===== src/bil_pkg.sv =====
/*
 * Shared constants and types of the boot image loader: timing counts,
 * SPI command, CRC constants, boot source codes, PLL presets, states.
 * Assumes a 40 MHz system clock.
 */
package bil_pkg;
    localparam int CLK_HZ         = 40_000_000;
    localparam int RST_PHASE_US   = 15;
    localparam int RST_PHASE_CYC  = (RST_PHASE_US * (CLK_HZ / 1_000_000));
    localparam int LINK_EN_NS     = 200;
    localparam int LINK_EN_CYC    = (LINK_EN_NS * (CLK_HZ / 1_000_000)) / 1000;
    localparam int SPI_DIV        = 160;
    localparam int CMD_BITS       = 32;
    localparam int LOAD_BASE      = 0;
    localparam int OTP_BASE       = 0;
    localparam int SEC_BOOT_BIT   = 5;

    localparam logic [7:0]  SPI_READ_OP = 8'h03;
    localparam logic [23:0] SPI_ADDR    = 24'h000000;
    localparam logic [31:0] CRC_POLY    = 32'hedb88320;
    localparam logic [31:0] CRC_INIT    = 32'hffffffff;
    localparam logic [31:0] CRC_BYPASS  = 32'h0d15ab1e;
    localparam logic [31:0] NULL_CHAN   = 32'h0000ff02;
    localparam logic [7:0]  END_TOKEN   = 8'h01;

    localparam logic [1:0] SRC_TEST = 2'h0;
    localparam logic [1:0] SRC_RSVD = 2'h1;
    localparam logic [1:0] SRC_LINK = 2'h2;
    localparam logic [1:0] SRC_SPI  = 2'h3;

    localparam logic [1:0] PH_LEN  = 2'h0;
    localparam logic [1:0] PH_PROG = 2'h1;
    localparam logic [1:0] PH_CHK  = 2'h2;

    // {output divider[2:0], feedback multiplier[11:0], reference divider[5:0]}
    localparam logic [20:0] PLL_SET_00 = {3'h1, 12'd122, 6'h0};
    localparam logic [20:0] PLL_SET_01 = {3'h2, 12'd23, 6'h0};
    localparam logic [20:0] PLL_SET_10 = {3'h2, 12'd49, 6'h0};
    localparam logic [20:0] PLL_SET_11 = {3'h2, 12'd119, 6'h0};

    typedef enum logic [9:0] {
        ST_RESET     = 10'h001,
        ST_START     = 10'h002,
        ST_LINK_EN   = 10'h004,
        ST_LINK_ACK  = 10'h008,
        ST_LOAD      = 10'h010,
        ST_LINK_END  = 10'h020,
        ST_LINK_TX   = 10'h040,
        ST_RUN       = 10'h080,
        ST_HALT      = 10'h100,
        ST_WAIT_TEST = 10'h200
    } bil_state_t;
endpackage


===== src/bil_boot_loader.sv =====
/*
 * Boot image loader: reset phase, strap decode, SPI / link / OTP image
 * fetch, CRC-32 check, RAM fill and jump.
 * Assumes a single 40 MHz clock, a synchronous active-low reset, a link
 * layer that hands over bytes and control tokens on this clock, and an
 * OTP and RAM port on this clock.
 */
`timescale 1ns/1ps
module bil_boot_loader
    import bil_pkg::*;
#(
    parameter int RAM_AW = 14,
    parameter int OTP_AW = 11
) (
    input  wire logic              clk_sys,
    input  wire logic              rstn,
    input  wire logic [1:0]        boot_src_strap,
    input  wire logic              clock_ratio_strap_lo,
    input  wire logic              clock_ratio_strap_hi,
    input  wire logic [31:0]       security_reg,
    output logic                   gpio_pull_en,
    output logic [2:0]             pll_output_divider,
    output logic [11:0]            pll_feedback_mult,
    output logic [5:0]             pll_ref_divider,
    input  wire logic              spi_miso,
    output logic                   spi_ss_n,
    output logic                   spi_sclk,
    output logic                   spi_mosi,
    output logic                   spi_oe,
    output logic                   link_out_wire_a,
    output logic                   link_out_wire_b,
    output logic                   link_out_oe,
    output logic                   link_pulldown_en,
    input  wire logic              link_in_wire_a,
    input  wire logic              link_in_wire_b,
    output logic                   link_traffic,
    input  wire logic              link_rx_valid,
    input  wire logic              link_rx_ctrl,
    input  wire logic [7:0]        link_rx_data,
    output logic                   link_rx_ready,
    output logic                   link_tx_valid,
    output logic                   link_tx_ctrl,
    output logic [7:0]             link_tx_data,
    input  wire logic              link_tx_ready,
    output logic                   chan0_alloc,
    output logic [31:0]            ack_chan,
    output logic                   otp_rd,
    output logic [OTP_AW-1:0]      otp_addr,
    input  wire logic [31:0]       otp_rdata,
    input  wire logic              otp_rvalid,
    output logic                   ram_we,
    output logic [RAM_AW-1:0]      ram_addr,
    output logic [31:0]            ram_wdata,
    output logic                   boot_wait_test,
    output logic                   exec_start,
    output logic [RAM_AW-1:0]      exec_addr,
    output logic                   boot_error
);
    typedef struct packed {
        bil_state_t          st;
        logic [15:0]         tmr;
        logic [1:0]          src_m;
        logic [1:0]          src_s;
        logic [1:0]          rat_m;
        logic [1:0]          rat_s;
        logic [2:0]          in_m;
        logic [2:0]          in_s;
        logic [1:0]          src;
        logic                secure;
        logic [20:0]         pll;
        logic                pull_en;
        logic                spi_pins;
        logic                spi_on;
        logic                ss_n;
        logic                sclk;
        logic [7:0]          div;
        logic [31:0]         sreg;
        logic [5:0]          txb;
        logic [2:0]          rxb_n;
        logic [7:0]          rxb;
        logic                rx_stb;
        logic                link_on;
        logic                traffic;
        logic [1:0]          phase;
        logic [31:0]         cnt;
        logic [31:0]         len;
        logic [31:0]         word;
        logic [31:0]         crc;
        logic                ram_we;
        logic [RAM_AW-1:0]   ram_addr;
        logic [31:0]         ram_wdata;
        logic [31:0]         ack_chan;
        logic                chan0;
        logic                tx_valid;
        logic                otp_rd;
        logic                otp_pend;
        logic [2:0]          otp_left;
        logic [31:0]         otp_word;
        logic [OTP_AW-1:0]   otp_addr;
        logic                run;
        logic                err;
    } bil_regs_t;

    bil_regs_t   r;
    bil_regs_t   next_r;
    logic        in_ok;
    logic [7:0]  in_b;
    logic [31:0] nw;
    logic        fin;

    // one byte through the reflected CRC-32
    function automatic logic [31:0] crc8(input logic [31:0] c, input logic [7:0] b);
        logic [31:0] x;
        x = c ^ {24'h000000, b};
        for (int i = 0; i < 8; i++) begin
            x = x[0] ? ((x >> 1) ^ CRC_POLY) : (x >> 1);
        end
        return x;
    endfunction

    function automatic logic [31:0] put_byte(input logic [31:0] w, input logic [1:0] idx,
                                             input logic [7:0] b);
        logic [31:0] y;
        y = w;
        y[8*idx +: 8] = b;
        return y;
    endfunction

    function automatic logic [20:0] pll_preset(input logic [1:0] s);
        logic [20:0] p;
        case (s)
            2'h0:    p = PLL_SET_00;
            2'h1:    p = PLL_SET_01;
            2'h2:    p = PLL_SET_10;
            default: p = PLL_SET_11;
        endcase
        return p;
    endfunction

    always_comb begin
        next_r = r;
        next_r.ram_we = 1'h0;
        next_r.rx_stb = 1'h0;
        next_r.otp_rd = 1'h0;
        next_r.src_m = boot_src_strap;
        next_r.src_s = r.src_m;
        next_r.rat_m = {clock_ratio_strap_hi, clock_ratio_strap_lo};
        next_r.rat_s = r.rat_m;
        next_r.in_m = {link_in_wire_b, link_in_wire_a, spi_miso};
        next_r.in_s = r.in_m;
        fin = 1'h0;
        if (r.secure) begin
            in_ok = (r.otp_left != 3'h0);
            in_b = r.otp_word[7:0];
        end else if (r.src == SRC_SPI) begin
            in_ok = r.rx_stb;
            in_b = r.rxb;
        end else begin
            in_ok = link_rx_valid && !link_rx_ctrl;
            in_b = link_rx_data;
        end
        nw = put_byte(r.word, r.cnt[1:0], in_b);

        // SPI engine: mode 0, command MSB first, data LSB first
        if (r.spi_on) begin
            next_r.div = r.div + 8'h01;
            if (r.div == 8'(SPI_DIV / 2 - 1)) begin
                next_r.div = 8'h00;
                next_r.sclk = !r.sclk;
                if (!r.sclk) begin
                    if (r.txb != 6'(CMD_BITS)) begin
                        next_r.txb = r.txb + 6'h01;
                    end else begin
                        next_r.rxb = {r.in_s[0], r.rxb[7:1]};
                        next_r.rxb_n = r.rxb_n + 3'h1;
                        next_r.rx_stb = (r.rxb_n == 3'h7);
                    end
                end else begin
                    next_r.sreg = {r.sreg[30:0], 1'h0};
                end
            end
        end

        // OTP word reader feeding bytes low first
        if (r.secure && r.st == ST_LOAD) begin
            if (r.otp_left != 3'h0) begin
                next_r.otp_word = {8'h00, r.otp_word[31:8]};
                next_r.otp_left = r.otp_left - 3'h1;
            end else if (!r.otp_pend) begin
                next_r.otp_rd = 1'h1;
                next_r.otp_pend = 1'h1;
            end
            if (r.otp_pend && otp_rvalid) begin
                next_r.otp_word = otp_rdata;
                next_r.otp_left = 3'h4;
                next_r.otp_pend = 1'h0;
                next_r.otp_addr = r.otp_addr + OTP_AW'(1);
            end
        end

        if (r.link_on && (r.in_s[1] || r.in_s[2])) begin
            next_r.traffic = 1'h1;
        end

        case (r.st)
            ST_RESET: begin
                next_r.tmr = r.tmr + 16'h0001;
                if (r.tmr == 16'(RST_PHASE_CYC - 1)) begin
                    next_r.tmr = 16'h0000;
                    next_r.pull_en = 1'h1;
                    next_r.pll = pll_preset(r.rat_s);
                    next_r.src = r.src_s;
                    next_r.secure = security_reg[SEC_BOOT_BIT];
                    next_r.crc = CRC_INIT;
                    next_r.st = ST_START;
                end
            end
            ST_START: begin
                if (r.secure) begin
                    next_r.otp_addr = OTP_AW'(OTP_BASE);
                    next_r.st = ST_LOAD;
                end else if (r.src == SRC_SPI) begin
                    next_r.spi_pins = 1'h1;
                    next_r.spi_on = 1'h1;
                    next_r.ss_n = 1'h0;
                    next_r.sreg = {SPI_READ_OP, SPI_ADDR};
                    next_r.st = ST_LOAD;
                end else if (r.src == SRC_LINK) begin
                    next_r.tmr = 16'h0001;
                    next_r.st = ST_LINK_EN;
                end else begin
                    next_r.st = ST_WAIT_TEST;
                end
            end
            ST_LINK_EN: begin
                next_r.tmr = r.tmr + 16'h0001;
                if (r.tmr >= 16'(LINK_EN_CYC - 1)) begin
                    next_r.link_on = 1'h1;
                    next_r.chan0 = 1'h1;
                    next_r.st = ST_LINK_ACK;
                end
            end
            ST_LINK_ACK: begin
                if (in_ok) begin
                    next_r.word = nw;
                    next_r.cnt = r.cnt + 32'h1;
                    if (r.cnt[1:0] == 2'h3) begin
                        next_r.ack_chan = nw;
                        next_r.cnt = 32'h0;
                        next_r.st = ST_LOAD;
                    end
                end
            end
            ST_LOAD: begin
                if (in_ok) begin
                    next_r.word = nw;
                    next_r.cnt = r.cnt + 32'h1;
                    case (r.phase)
                        PH_LEN: begin
                            next_r.crc = crc8(r.crc, in_b);
                            if (r.cnt[1:0] == 2'h3) begin
                                next_r.len = nw;
                                next_r.cnt = 32'h0;
                                next_r.phase = (nw == 32'h0) ? PH_CHK : PH_PROG;
                            end
                        end
                        PH_PROG: begin
                            next_r.crc = crc8(r.crc, in_b);
                            if (r.cnt[1:0] == 2'h3) begin
                                next_r.ram_we = 1'h1;
                                next_r.ram_addr = r.cnt[RAM_AW+1:2];
                                next_r.ram_wdata = nw;
                            end
                            if (next_r.cnt == {r.len[29:0], 2'h0}) begin
                                next_r.cnt = 32'h0;
                                next_r.phase = PH_CHK;
                            end
                        end
                        default: begin
                            fin = (r.cnt[1:0] == 2'h3);
                        end
                    endcase
                    if (fin) begin
                        next_r.spi_on = 1'h0;
                        next_r.ss_n = 1'h1;
                        next_r.sclk = 1'h0;
                        if (nw != CRC_BYPASS && nw != ~r.crc) begin
                            next_r.err = 1'h1;
                            next_r.st = ST_HALT;
                        end else if (r.link_on) begin
                            next_r.st = ST_LINK_END;
                        end else begin
                            next_r.run = 1'h1;
                            next_r.st = ST_RUN;
                        end
                    end
                end
            end
            ST_LINK_END: begin
                if (link_rx_valid && link_rx_ctrl && link_rx_data == END_TOKEN) begin
                    if (r.ack_chan == NULL_CHAN) begin
                        next_r.chan0 = 1'h0;
                        next_r.run = 1'h1;
                        next_r.st = ST_RUN;
                    end else begin
                        next_r.tx_valid = 1'h1;
                        next_r.st = ST_LINK_TX;
                    end
                end
            end
            ST_LINK_TX: begin
                if (link_tx_ready) begin
                    next_r.tx_valid = 1'h0;
                    next_r.chan0 = 1'h0;
                    next_r.run = 1'h1;
                    next_r.st = ST_RUN;
                end
            end
            default: begin
            end
        endcase
    end

    always_ff @(posedge clk_sys) begin
        if (!rstn) begin
            r <= '0;
            r.st <= ST_RESET;
            r.ss_n <= 1'h1;
        end else begin
            r <= next_r;
        end
    end

    assign gpio_pull_en       = r.pull_en;
    assign pll_output_divider = r.pll[20:18];
    assign pll_feedback_mult  = r.pll[17:6];
    assign pll_ref_divider    = r.pll[5:0];
    assign spi_ss_n           = r.ss_n;
    assign spi_sclk           = r.sclk;
    assign spi_mosi           = r.sreg[31];
    assign spi_oe             = r.spi_pins;
    assign link_out_wire_a    = 1'h0;
    assign link_out_wire_b    = 1'h0;
    assign link_out_oe        = r.link_on;
    assign link_pulldown_en   = r.pull_en && !r.link_on;
    assign link_traffic       = r.traffic;
    assign link_rx_ready      = r.link_on && (r.st inside {ST_LINK_ACK, ST_LOAD, ST_LINK_END});
    assign link_tx_valid      = r.tx_valid;
    assign link_tx_ctrl       = r.tx_valid;
    assign link_tx_data       = END_TOKEN;
    assign chan0_alloc        = r.chan0;
    assign ack_chan           = r.ack_chan;
    assign otp_rd             = r.otp_rd;
    assign otp_addr           = r.otp_addr;
    assign ram_we             = r.ram_we;
    assign ram_addr           = r.ram_addr;
    assign ram_wdata          = r.ram_wdata;
    assign boot_wait_test     = (r.st == ST_WAIT_TEST);
    assign exec_start         = r.run;
    assign exec_addr          = RAM_AW'(LOAD_BASE);
    assign boot_error         = r.err;
endmodule // bil_boot_loader


===== config.mk =====
export PLATFORM = sky130hd
export DESIGN_NAME = bil_boot_loader
export DESIGN_NICKNAME = d
export VERILOG_FILES = /design/src/bil_pkg.sv /design/src/bil_boot_loader.sv
export SDC_FILE = /design/constraint.sdc
export NUM_CORES = 1
export LEC_CHECK = 0
export ABC_AREA = 1
export BUFFER_PORTS_ARGS = -buffer_cell sky130_fd_sc_hd__buf_2
export CAP_MARGIN = 20
export CORE_ASPECT_RATIO = 0.5
export CORE_MARGIN = 1
export CORE_UTILIZATION = 50
export CTS_CLUSTER_SIZE = 8
export DETAILED_ROUTE_END_ITERATION = 16
export PLACE_DENSITY_LB_ADDON = 0.05
export RECOVER_POWER = 25
export SYNTH_ARGS = -nofsm -noshare
export SYNTH_HDL_FRONTEND = slang
export SYNTH_SLANG_ARGS = --single-unit
export TNS_END_PERCENT = 30

===== constraint.sdc =====
create_clock -name clk_sys -period 4.6 [get_ports clk_sys]
set_clock_uncertainty 0.1 [all_clocks]
set_input_delay 0.46 -clock clk_sys [delete_from_list [all_inputs] [get_ports clk_sys]]
set_output_delay 0.46 -clock clk_sys [all_outputs]
set_load 0.05 [all_outputs]

==> results of run 1 <==
==> worst max-delay path: stages (launching register included) <==
cell	delay, ps
sky130_fd_sc_hd__dfxtp_1	430
sky130_fd_sc_hd__inv_1	200
sky130_fd_sc_hd__ha_1	400
sky130_fd_sc_hd__inv_1	110
sky130_fd_sc_hd__nand4_1	320
sky130_fd_sc_hd__inv_1	320
sky130_fd_sc_hd__nand3_1	150
sky130_fd_sc_hd__nand2_1	230
sky130_fd_sc_hd__inv_1	140
sky130_fd_sc_hd__nor3_1	310
sky130_fd_sc_hd__nand4_1	140
sky130_fd_sc_hd__nor2_1	120
sky130_fd_sc_hd__nand3_1	190
sky130_fd_sc_hd__nand3_1	180
sky130_fd_sc_hd__a21oi_1	70
==> power groups by stage <==
stage / clock [mW] / combinational [mW] / sequential, mW
after floorplan: 0 / 0.255 / 3.31
after global routing: 3.62 / 0.348 / 3.24
final: 3.42 / 0.317 / 3.25
after global placement: 0 / 0.310 / 3.31
after CTS: 3.47 / 0.316 / 3.25
after detailed placement: 0 / 0.311 / 3.31
==> sequential cells by signal (all words and copies together) (netlist names), 6 cells and up, named ones only <==
register / flops
ack_chan: 32
next_r: 7
pll_feedback_mult: 6
r: 258
ram_addr: 14
ram_wdata: 32
==> synthesized netlist by cell type, types with 6 or more instances <==
| library cell | count | area share, % |
|---|---|---|
| sky130_fd_sc_hd__nor3_1 | 32 | 0.81 |
| sky130_fd_sc_hd__buf_4 | 135 | 5.1 |
| sky130_fd_sc_hd__nor4_1 | 18 | 0.57 |
| sky130_fd_sc_hd__xnor2_1 | 15 | 0.66 |
| sky130_fd_sc_hd__nand4_1 | 35 | 1.1 |
| sky130_fd_sc_hd__xor2_1 | 31 | 1.4 |
| sky130_fd_sc_hd__inv_1 | 307 | 5.8 |
| sky130_fd_sc_hd__nor2_1 | 243 | 4.6 |
| sky130_fd_sc_hd__buf_2 | 8 | 0.20 |
| sky130_fd_sc_hd__xor2_2 | 7 | 0.57 |
| sky130_fd_sc_hd__dfxtp_1 | 373 | 38 |
| sky130_fd_sc_hd__nand2_1 | 603 | 11 |
| sky130_fd_sc_hd__clkbuf_1 | 106 | 2.0 |
| sky130_fd_sc_hd__a21oi_1 | 307 | 7.7 |
| sky130_fd_sc_hd__ha_1 | 22 | 1.4 |
| sky130_fd_sc_hd__buf_1 | 6 | 0.11 |
| sky130_fd_sc_hd__a221oi_1 | 7 | 0.31 |
| sky130_fd_sc_hd__nand3b_1 | 16 | 0.60 |
| sky130_fd_sc_hd__nand3_1 | 193 | 4.9 |
| sky130_fd_sc_hd__o211ai_1 | 24 | 0.91 |
| sky130_fd_sc_hd__a31oi_1 | 33 | 1.0 |
| sky130_fd_sc_hd__a211oi_1 | 24 | 0.91 |
| sky130_fd_sc_hd__or2_2 | 10 | 0.31 |
| sky130_fd_sc_hd__o21ai_0 | 303 | 7.6 |
==> path summary, 6_finish.rpt <==
kind            end     startpoint  cells past startpoint  slack [ps]
max reg2reg  r[388]         r[227]                     14         940
max          r[388]         r[227]                     14         940
min           r[42]  otp_rdata[29]                      3          40
min reg2reg  r[350]    next_r[350]                      2         310
==> logic make-up after synthesis <==
group / synth area share [%]
fa+ha+maj: 1.38
buf+inv: 13.5
flops: 37.5
compound gates: 19.7
simple gates: 24.8
xor+xnor: 2.96
other cells: 0.0378
==> stage by stage <==
step | std cells | instance area [µm²]
2_1_floorplan | 2955 | 20000
3_3_place_gp | 3430 | 20300
3_5_place_dp | 3430 | 20300
4_1_cts | 3494 | 21800
5_1_grt | 3494 | 21600
6_report | 3494 | 21600
==> final cells by class <==
| class | instances | share of cell area, % |
|---|---|---|
| clock inverters | 1 | 0.0927 |
| flip-flops and latches | 373 | 34.6 |
| well taps | 530 | 3.07 |
| repair buffers | 210 | 4.85 |
| inverters | 316 | 5.49 |
| multi-input cells | 2008 | 45.7 |
| clock buffers | 56 | 6.19 |
==> metal layers <==
metal  track usage [%]  share of wire [%]  up-vias  wire, µm
li1                  -                  -     9536         -
met1              40.4                 46     8788     27900
met2              49.3                 46      563     27900
met3              4.57                6.6      107      4040
met4              7.50                2.2        0      1360
met5                 0                  0        -         0
==> results.ini, run 1 <==
[clock_network]
clk_buf_depth = 3
post_cts_setup_buffers = 0
cts_repair_resize_count = 0
cts_tree = done
cts_hold_buffers = 7
path_clk_slew_ps = 60
number_of_buffers_created_by_cts = 52
ctsHtreeMaxLevel = 2
cts.sinks = 373
cts-root-buf = sky130_fd_sc_hd__clkbuf_16
clock_latency_ps = 580

[sta]
share_of_the_clock_period_used_by_the_worst_path_after_layout_pct = 79.6
setup_slack_of_the_critical_path_after_layout_ps = 938
timing.fmax_mhz = 273
worst_hold_slack_ps = 41.3
setup_repair_after_global_routing_missed_its_margin = false
worst_slew_slack_as_a_fraction_of_its_limit_pct = -115
setup_viol = 0
max_slew.worst_pin.slew_ps = 3230
hold_viol_final = 0
finalCriticalPeriod_ps = 3660
final-max-slew-violation-count = 203
tns_ps = 0

[final_layout]
total_area_of_multi_input_combinational_cells_um2 = 9880
layout.nets = 3068
antenna-diode-count = 0
area_taken_by_flip_flops_and_latches_um2 = 7470
drive_above_1_share_pct = 6.48
final_common_cell = sky130_fd_sc_hd__nand2_1
most-common-layout-cells = sky130_fd_sc_hd__nand2_1, sky130_fd_sc_hd__dfxtp_1, sky130_fd_sc_hd__a21oi_1, sky130_fd_sc_hd__inv_1, sky130_fd_sc_hd__o21ai_0
syn2layout_area_growth_pct = 8.59
postLayoutCoreUtil_pct = 55.3
final.fill_count = 4029

[power]
irDropWorstVdd_uv = 255
power.net_switching_mw = 1.64
power_total_mw = 6.98
power_switching_share_pct = 23.5
internal_power_mw = 5.34
fraction_of_power_consumed_by_combinational_cells_pct = 4.5
power-per-cell-area_nw_per_um2 = 323
clk_network_pwr_share_pct = 48.9
static-leakage-power_nw = 8.90
seqPwrFrac_pct = 46.5

[floorplan]
i_o_pin_total = 236
total_die_area_um2 = 40600
fp-row-count = 51
start_util_pct = 50.9
die_h_um = 143
core_region_area_um2 = 39100
chipWidth_um = 284

[synthesis]
synthFlopType = sky130_fd_sc_hd__dfxtp_1
ys_warn_count = 0
post_synth_num_cell_types = 55
synth.yosys.seq_area_share_pct = 37.5
count_of_flip_flops_with_a_built_in_enable_after_synthesis = 0
ys_seq_elements = 373
ys_async_sr_fraction_pct = 0
post_syn_area_per_cell_um2 = 6.81
netlist_area_um2 = 19900
synth_cells = 2921

[place]
port_buffer_cells = 168
gpl.final_weighted_congestion = 0.976
dpl_worst_slack_ps = 1070
post-dp-hpwl_um = 43400

[critical_path]
worst-endpoint-required_ps = 4800
timing.critical_path.from_type = register
end_kind = register
critical_path_peak_fanout = 7
crit_type = register to register
arrival_ps = 3870

[grt]
grt_overflow_total = 0
antenna_found_initial = 0
grt_pass1_wl_um = 95500
global_route.usage.total_pct = 29.7
grt_start_max_net_pins = 147
first_global_vias = 17200

[outcome]
status = finished, violations left
violations = capacitance limit, slew limit

[route]
route.vias.total = 19000
post-route-drc-count = 0
ant_nets = 0
avgViaCountPerCell = 5.44
dr.first_iter.drc_count = 1735
drt-pass1-iter-count = 5
routed_wl_um = 61200
routed_wire_length_per_instance_um = 17.5

[run]
maxCapViolations = 2

[worst_hold_path]
hold_path.class = input port to register

Note: power is estimated with default switching activity, not from simulation.
==> inputs of run 2 (changes only) <==
--- a/config.mk
+++ b/config.mk
@@ -5,7 +5,7 @@
 export SDC_FILE = /design/constraint.sdc
 export NUM_CORES = 1
 export LEC_CHECK = 0
-export ABC_AREA = 1
+export ABC_AREA = 0
 export BUFFER_PORTS_ARGS = -buffer_cell sky130_fd_sc_hd__buf_2
 export CAP_MARGIN = 20
 export CORE_ASPECT_RATIO = 0.5
==> constraint.sdc (replaced) <==
create_clock -name clk_sys -period 3.6 [get_ports clk_sys]
set_clock_uncertainty 0.1 [all_clocks]
set_input_delay 0.36 -clock clk_sys [delete_from_list [all_inputs] [get_ports clk_sys]]
set_output_delay 0.36 -clock clk_sys [all_outputs]
set_load 0.05 [all_outputs]
==> results.ini, run 2 <==
[outcome]
status = finished, violations left
violations = DRC

[synthesis]
synth_fa_ha_area_share_pct = 1.48
synthTopCellsByArea = sky130_fd_sc_hd__dfxtp_1, sky130_fd_sc_hd__nor2_1, sky130_fd_sc_hd__buf_4
muxShareOfSynthArea_pct = 1.14
post_synth_num_cell_types = 85
ys_seq_elements = 373
synth_compound_gate_area_share_pct = 18.6
synth_cells = 2218
netlist_area_um2 = 18600
ys_async_sr_fraction_pct = 0
leading_cell_type_by_number_of_instances_after_synthesis = sky130_fd_sc_hd__dfxtp_1
synth.top_cell.area_share_pct = 40.2
ys_warn_count = 0
synthFlopType = sky130_fd_sc_hd__dfxtp_1
post_syn_area_per_cell_um2 = 8.38
synth_top_family_by_area = simple AND/OR/NAND/NOR gates
synth.yosys.seq_area_share_pct = 40.2
synth_xor_xnor_area_share_pct = 8.69
post_synth_and_or_nand_nor_area_fraction_pct = 20.5
synth_top_area_cell = sky130_fd_sc_hd__dfxtp_1
count_of_flip_flops_with_a_built_in_enable_after_synthesis = 0
synth_common_cells = sky130_fd_sc_hd__dfxtp_1, sky130_fd_sc_hd__nor2_1, sky130_fd_sc_hd__nand2_1

[critical_path]
timing.critical_path.from_type = register
cp_slowest_cell = sky130_fd_sc_hd__or4_1
end_kind = register
worstPathCellList = ha_1, nand3_2, or4_1, buf_4, nor3_1, a211oi_2, nand4_1, nor4_2, and3_2, o32ai_2, nand2_2, o31ai_1
crit_path_max_incr_delay_ps = 630
crit_type = register to register
critical_path_peak_fanout = 8
worst-endpoint-required_ps = 3970
arrival_ps = 3830
setup_slack_on_the_worst_flop_to_flop_path_ps = 140

[sta]
timing.fmax_mhz = 289
setup_viol = 0
tns_ps = 0
worst_slew_slack_as_a_fraction_of_its_limit_pct = 28.9
finalCriticalPeriod_ps = 3460
worst_hold_slack_ps = 227
hold_viol_final = 0
share_of_the_clock_period_used_by_the_worst_path_after_layout_pct = 96.1
max_slew.worst_pin.slew_ps = 1070
setup_repair_after_global_routing_missed_its_margin = false
final-max-slew-violation-count = 0
setup_slack_of_the_critical_path_after_layout_ps = 139

[place]
port_buffer_cells = 168
post-dp-hpwl_um = 36200
placed_cells = 2750
dpl_worst_slack_ps = 153
gpl.final_weighted_congestion = 0.947

[final_layout]
final_common_cell = sky130_fd_sc_hd__dfxtp_1
layout.nets = 2469
drive_above_1_share_pct = 13.4
final_cells = 2848
final.fill_count = 3338
area_taken_by_flip_flops_and_latches_um2 = 7470
syn2layout_area_growth_pct = 14.9
most-common-layout-cells = sky130_fd_sc_hd__dfxtp_1, sky130_fd_sc_hd__nor2_1, sky130_fd_sc_hd__nand2_1, sky130_fd_sc_hd__a211oi_1, sky130_fd_sc_hd__buf_4
total_area_of_multi_input_combinational_cells_um2 = 9590
largest-register = r
largest_register_ff_count = 258
antenna-diode-count = 0

[floorplan]
start_util_pct = 51.2
total_die_area_um2 = 38000
chipWidth_um = 275
core_region_area_um2 = 36300
fp-row-count = 49
i_o_pin_total = 236
die_h_um = 138

[power]
power-per-cell-area_nw_per_um2 = 417
power_total_mw = 8.92
irDropWorstVdd_uv = 345
static-leakage-power_nw = 7.66

[clock_network]
cts.sinks = 373
clock_latency_ps = 580
post_cts_setup_buffers = 0
path_clk_slew_ps = 50
cts-root-buf = sky130_fd_sc_hd__clkbuf_16
ctsHtreeMaxLevel = 2
cts_tree = done
clk_buf_depth = 3
number_of_buffers_created_by_cts = 52

[route]
dr.first_iter.drc_count = 1290
drt-pass1-iter-count = 12
routed_wl_um = 51900
post-route-drc-count = 4
route.vias.total = 15800
avgViaCountPerCell = 5.54
routed_wire_length_per_instance_um = 18.2
ant_nets = 0

[grt]
gr-usage-met1_pct = 37.9
gr_peak_layer = met2
first_global_vias = 14700
grt_pass1_wl_um = 81900
grt_overflow_total = 0
global_route.usage.total_pct = 27.1
grt_start_max_net_pins = 156
met3_usage_pct = 5.59
use_met2_pct = 43.0
antenna_found_initial = 0

[run]
maxCapViolations = 0

[worst_hold_path]
hold_path.class = input port to register

-- run 2: cell types whose count changed after synthesis, sizes merged, moves of 26 or more --
cell     change
nand2      -423
inv        -288
o21ai      -230
a21oi      -193
a211oi     +113
nand3      -101
xnor2       +95
nor2        +87
a2bb2oi     +34
buf         +27
a311oi      +26
-- run 2: area by class of cell --
| cell class | instances | area share, % |
|---|---|---|
| well taps | 484 | 2.83 |
| flip-flops and latches | 373 | 34.9 |
| inverters | 26 | 0.492 |
| multi-input cells | 1568 | 44.9 |
| clock inverters | 3 | 0.205 |
| clock buffers | 53 | 6.20 |
| repair buffers | 341 | 10.4 |
-- run 2: repair_timing --
item	in CTS	in global routing
hold buffers	41	0
gates resized for setup	0	7
endpoints found under the hold margin	41	0
setup endpoints to repair	0	40
-- run 2: critical path, delay by kind of cell, from the launching register on --
family / cells / cell delay (ps)
AOI/OAI and AO/OA: 3 / 610
and+or+nand+nor: 7 / 1780
adders and majority gates: 1 / 230
DFF: 1 / 420
buffers and inverters: 1 / 210
-- run 2: per-stage QoR --
step	instance area (µm²)	util, %
6_report	21400	58.9
5_1_grt	21400	58.9
4_1_cts	21500	59.1
3_5_place_dp	19700	54.2
3_3_place_gp	19700	54.2
2_1_floorplan	18700	-
-- run 2: routing by layer --
layer | vias up | part of all wire [%] | routed length (µm)
li1 | 7890 | - | -
met1 | 7383 | 47 | 24400
met3 | 73 | 6.3 | 3280
met2 | 418 | 45 | 23400
met4 | 0 | 1.7 | 882
met5 | - | 0 | 0
-- run 2: path summary, 6_finish.rpt --
path	startpoint	endpoint	cells past startpoint
worst min register to register	r[281]	r[281]	2
worst max register to register	r[228]	r[236]	12
worst min-delay path	otp_rvalid	r[29]	3
worst max-delay path	r[228]	r[236]	12
-- run 2: kinds of logic after synthesis --
| kind of cell | Yosys count |
|---|---|
| AOI/OAI and AO/OA | 497 |
| xor gates and xnor gates | 176 |
| adders and majority gates | 22 |
| buffers and inverters | 311 |
| DFF | 373 |
| muxes | 21 |
| other | 2 |
| and+or+nand+nor | 816 |
-- run 2: where the power goes --
part	leakage, nW	internal (mW)	switching [mW]
Combinational	3.98	0.177	0.314
Sequential	3.01	4.15	0.00462
Clock	0.673	2.57	1.71
Total	7.66	6.89	2.03
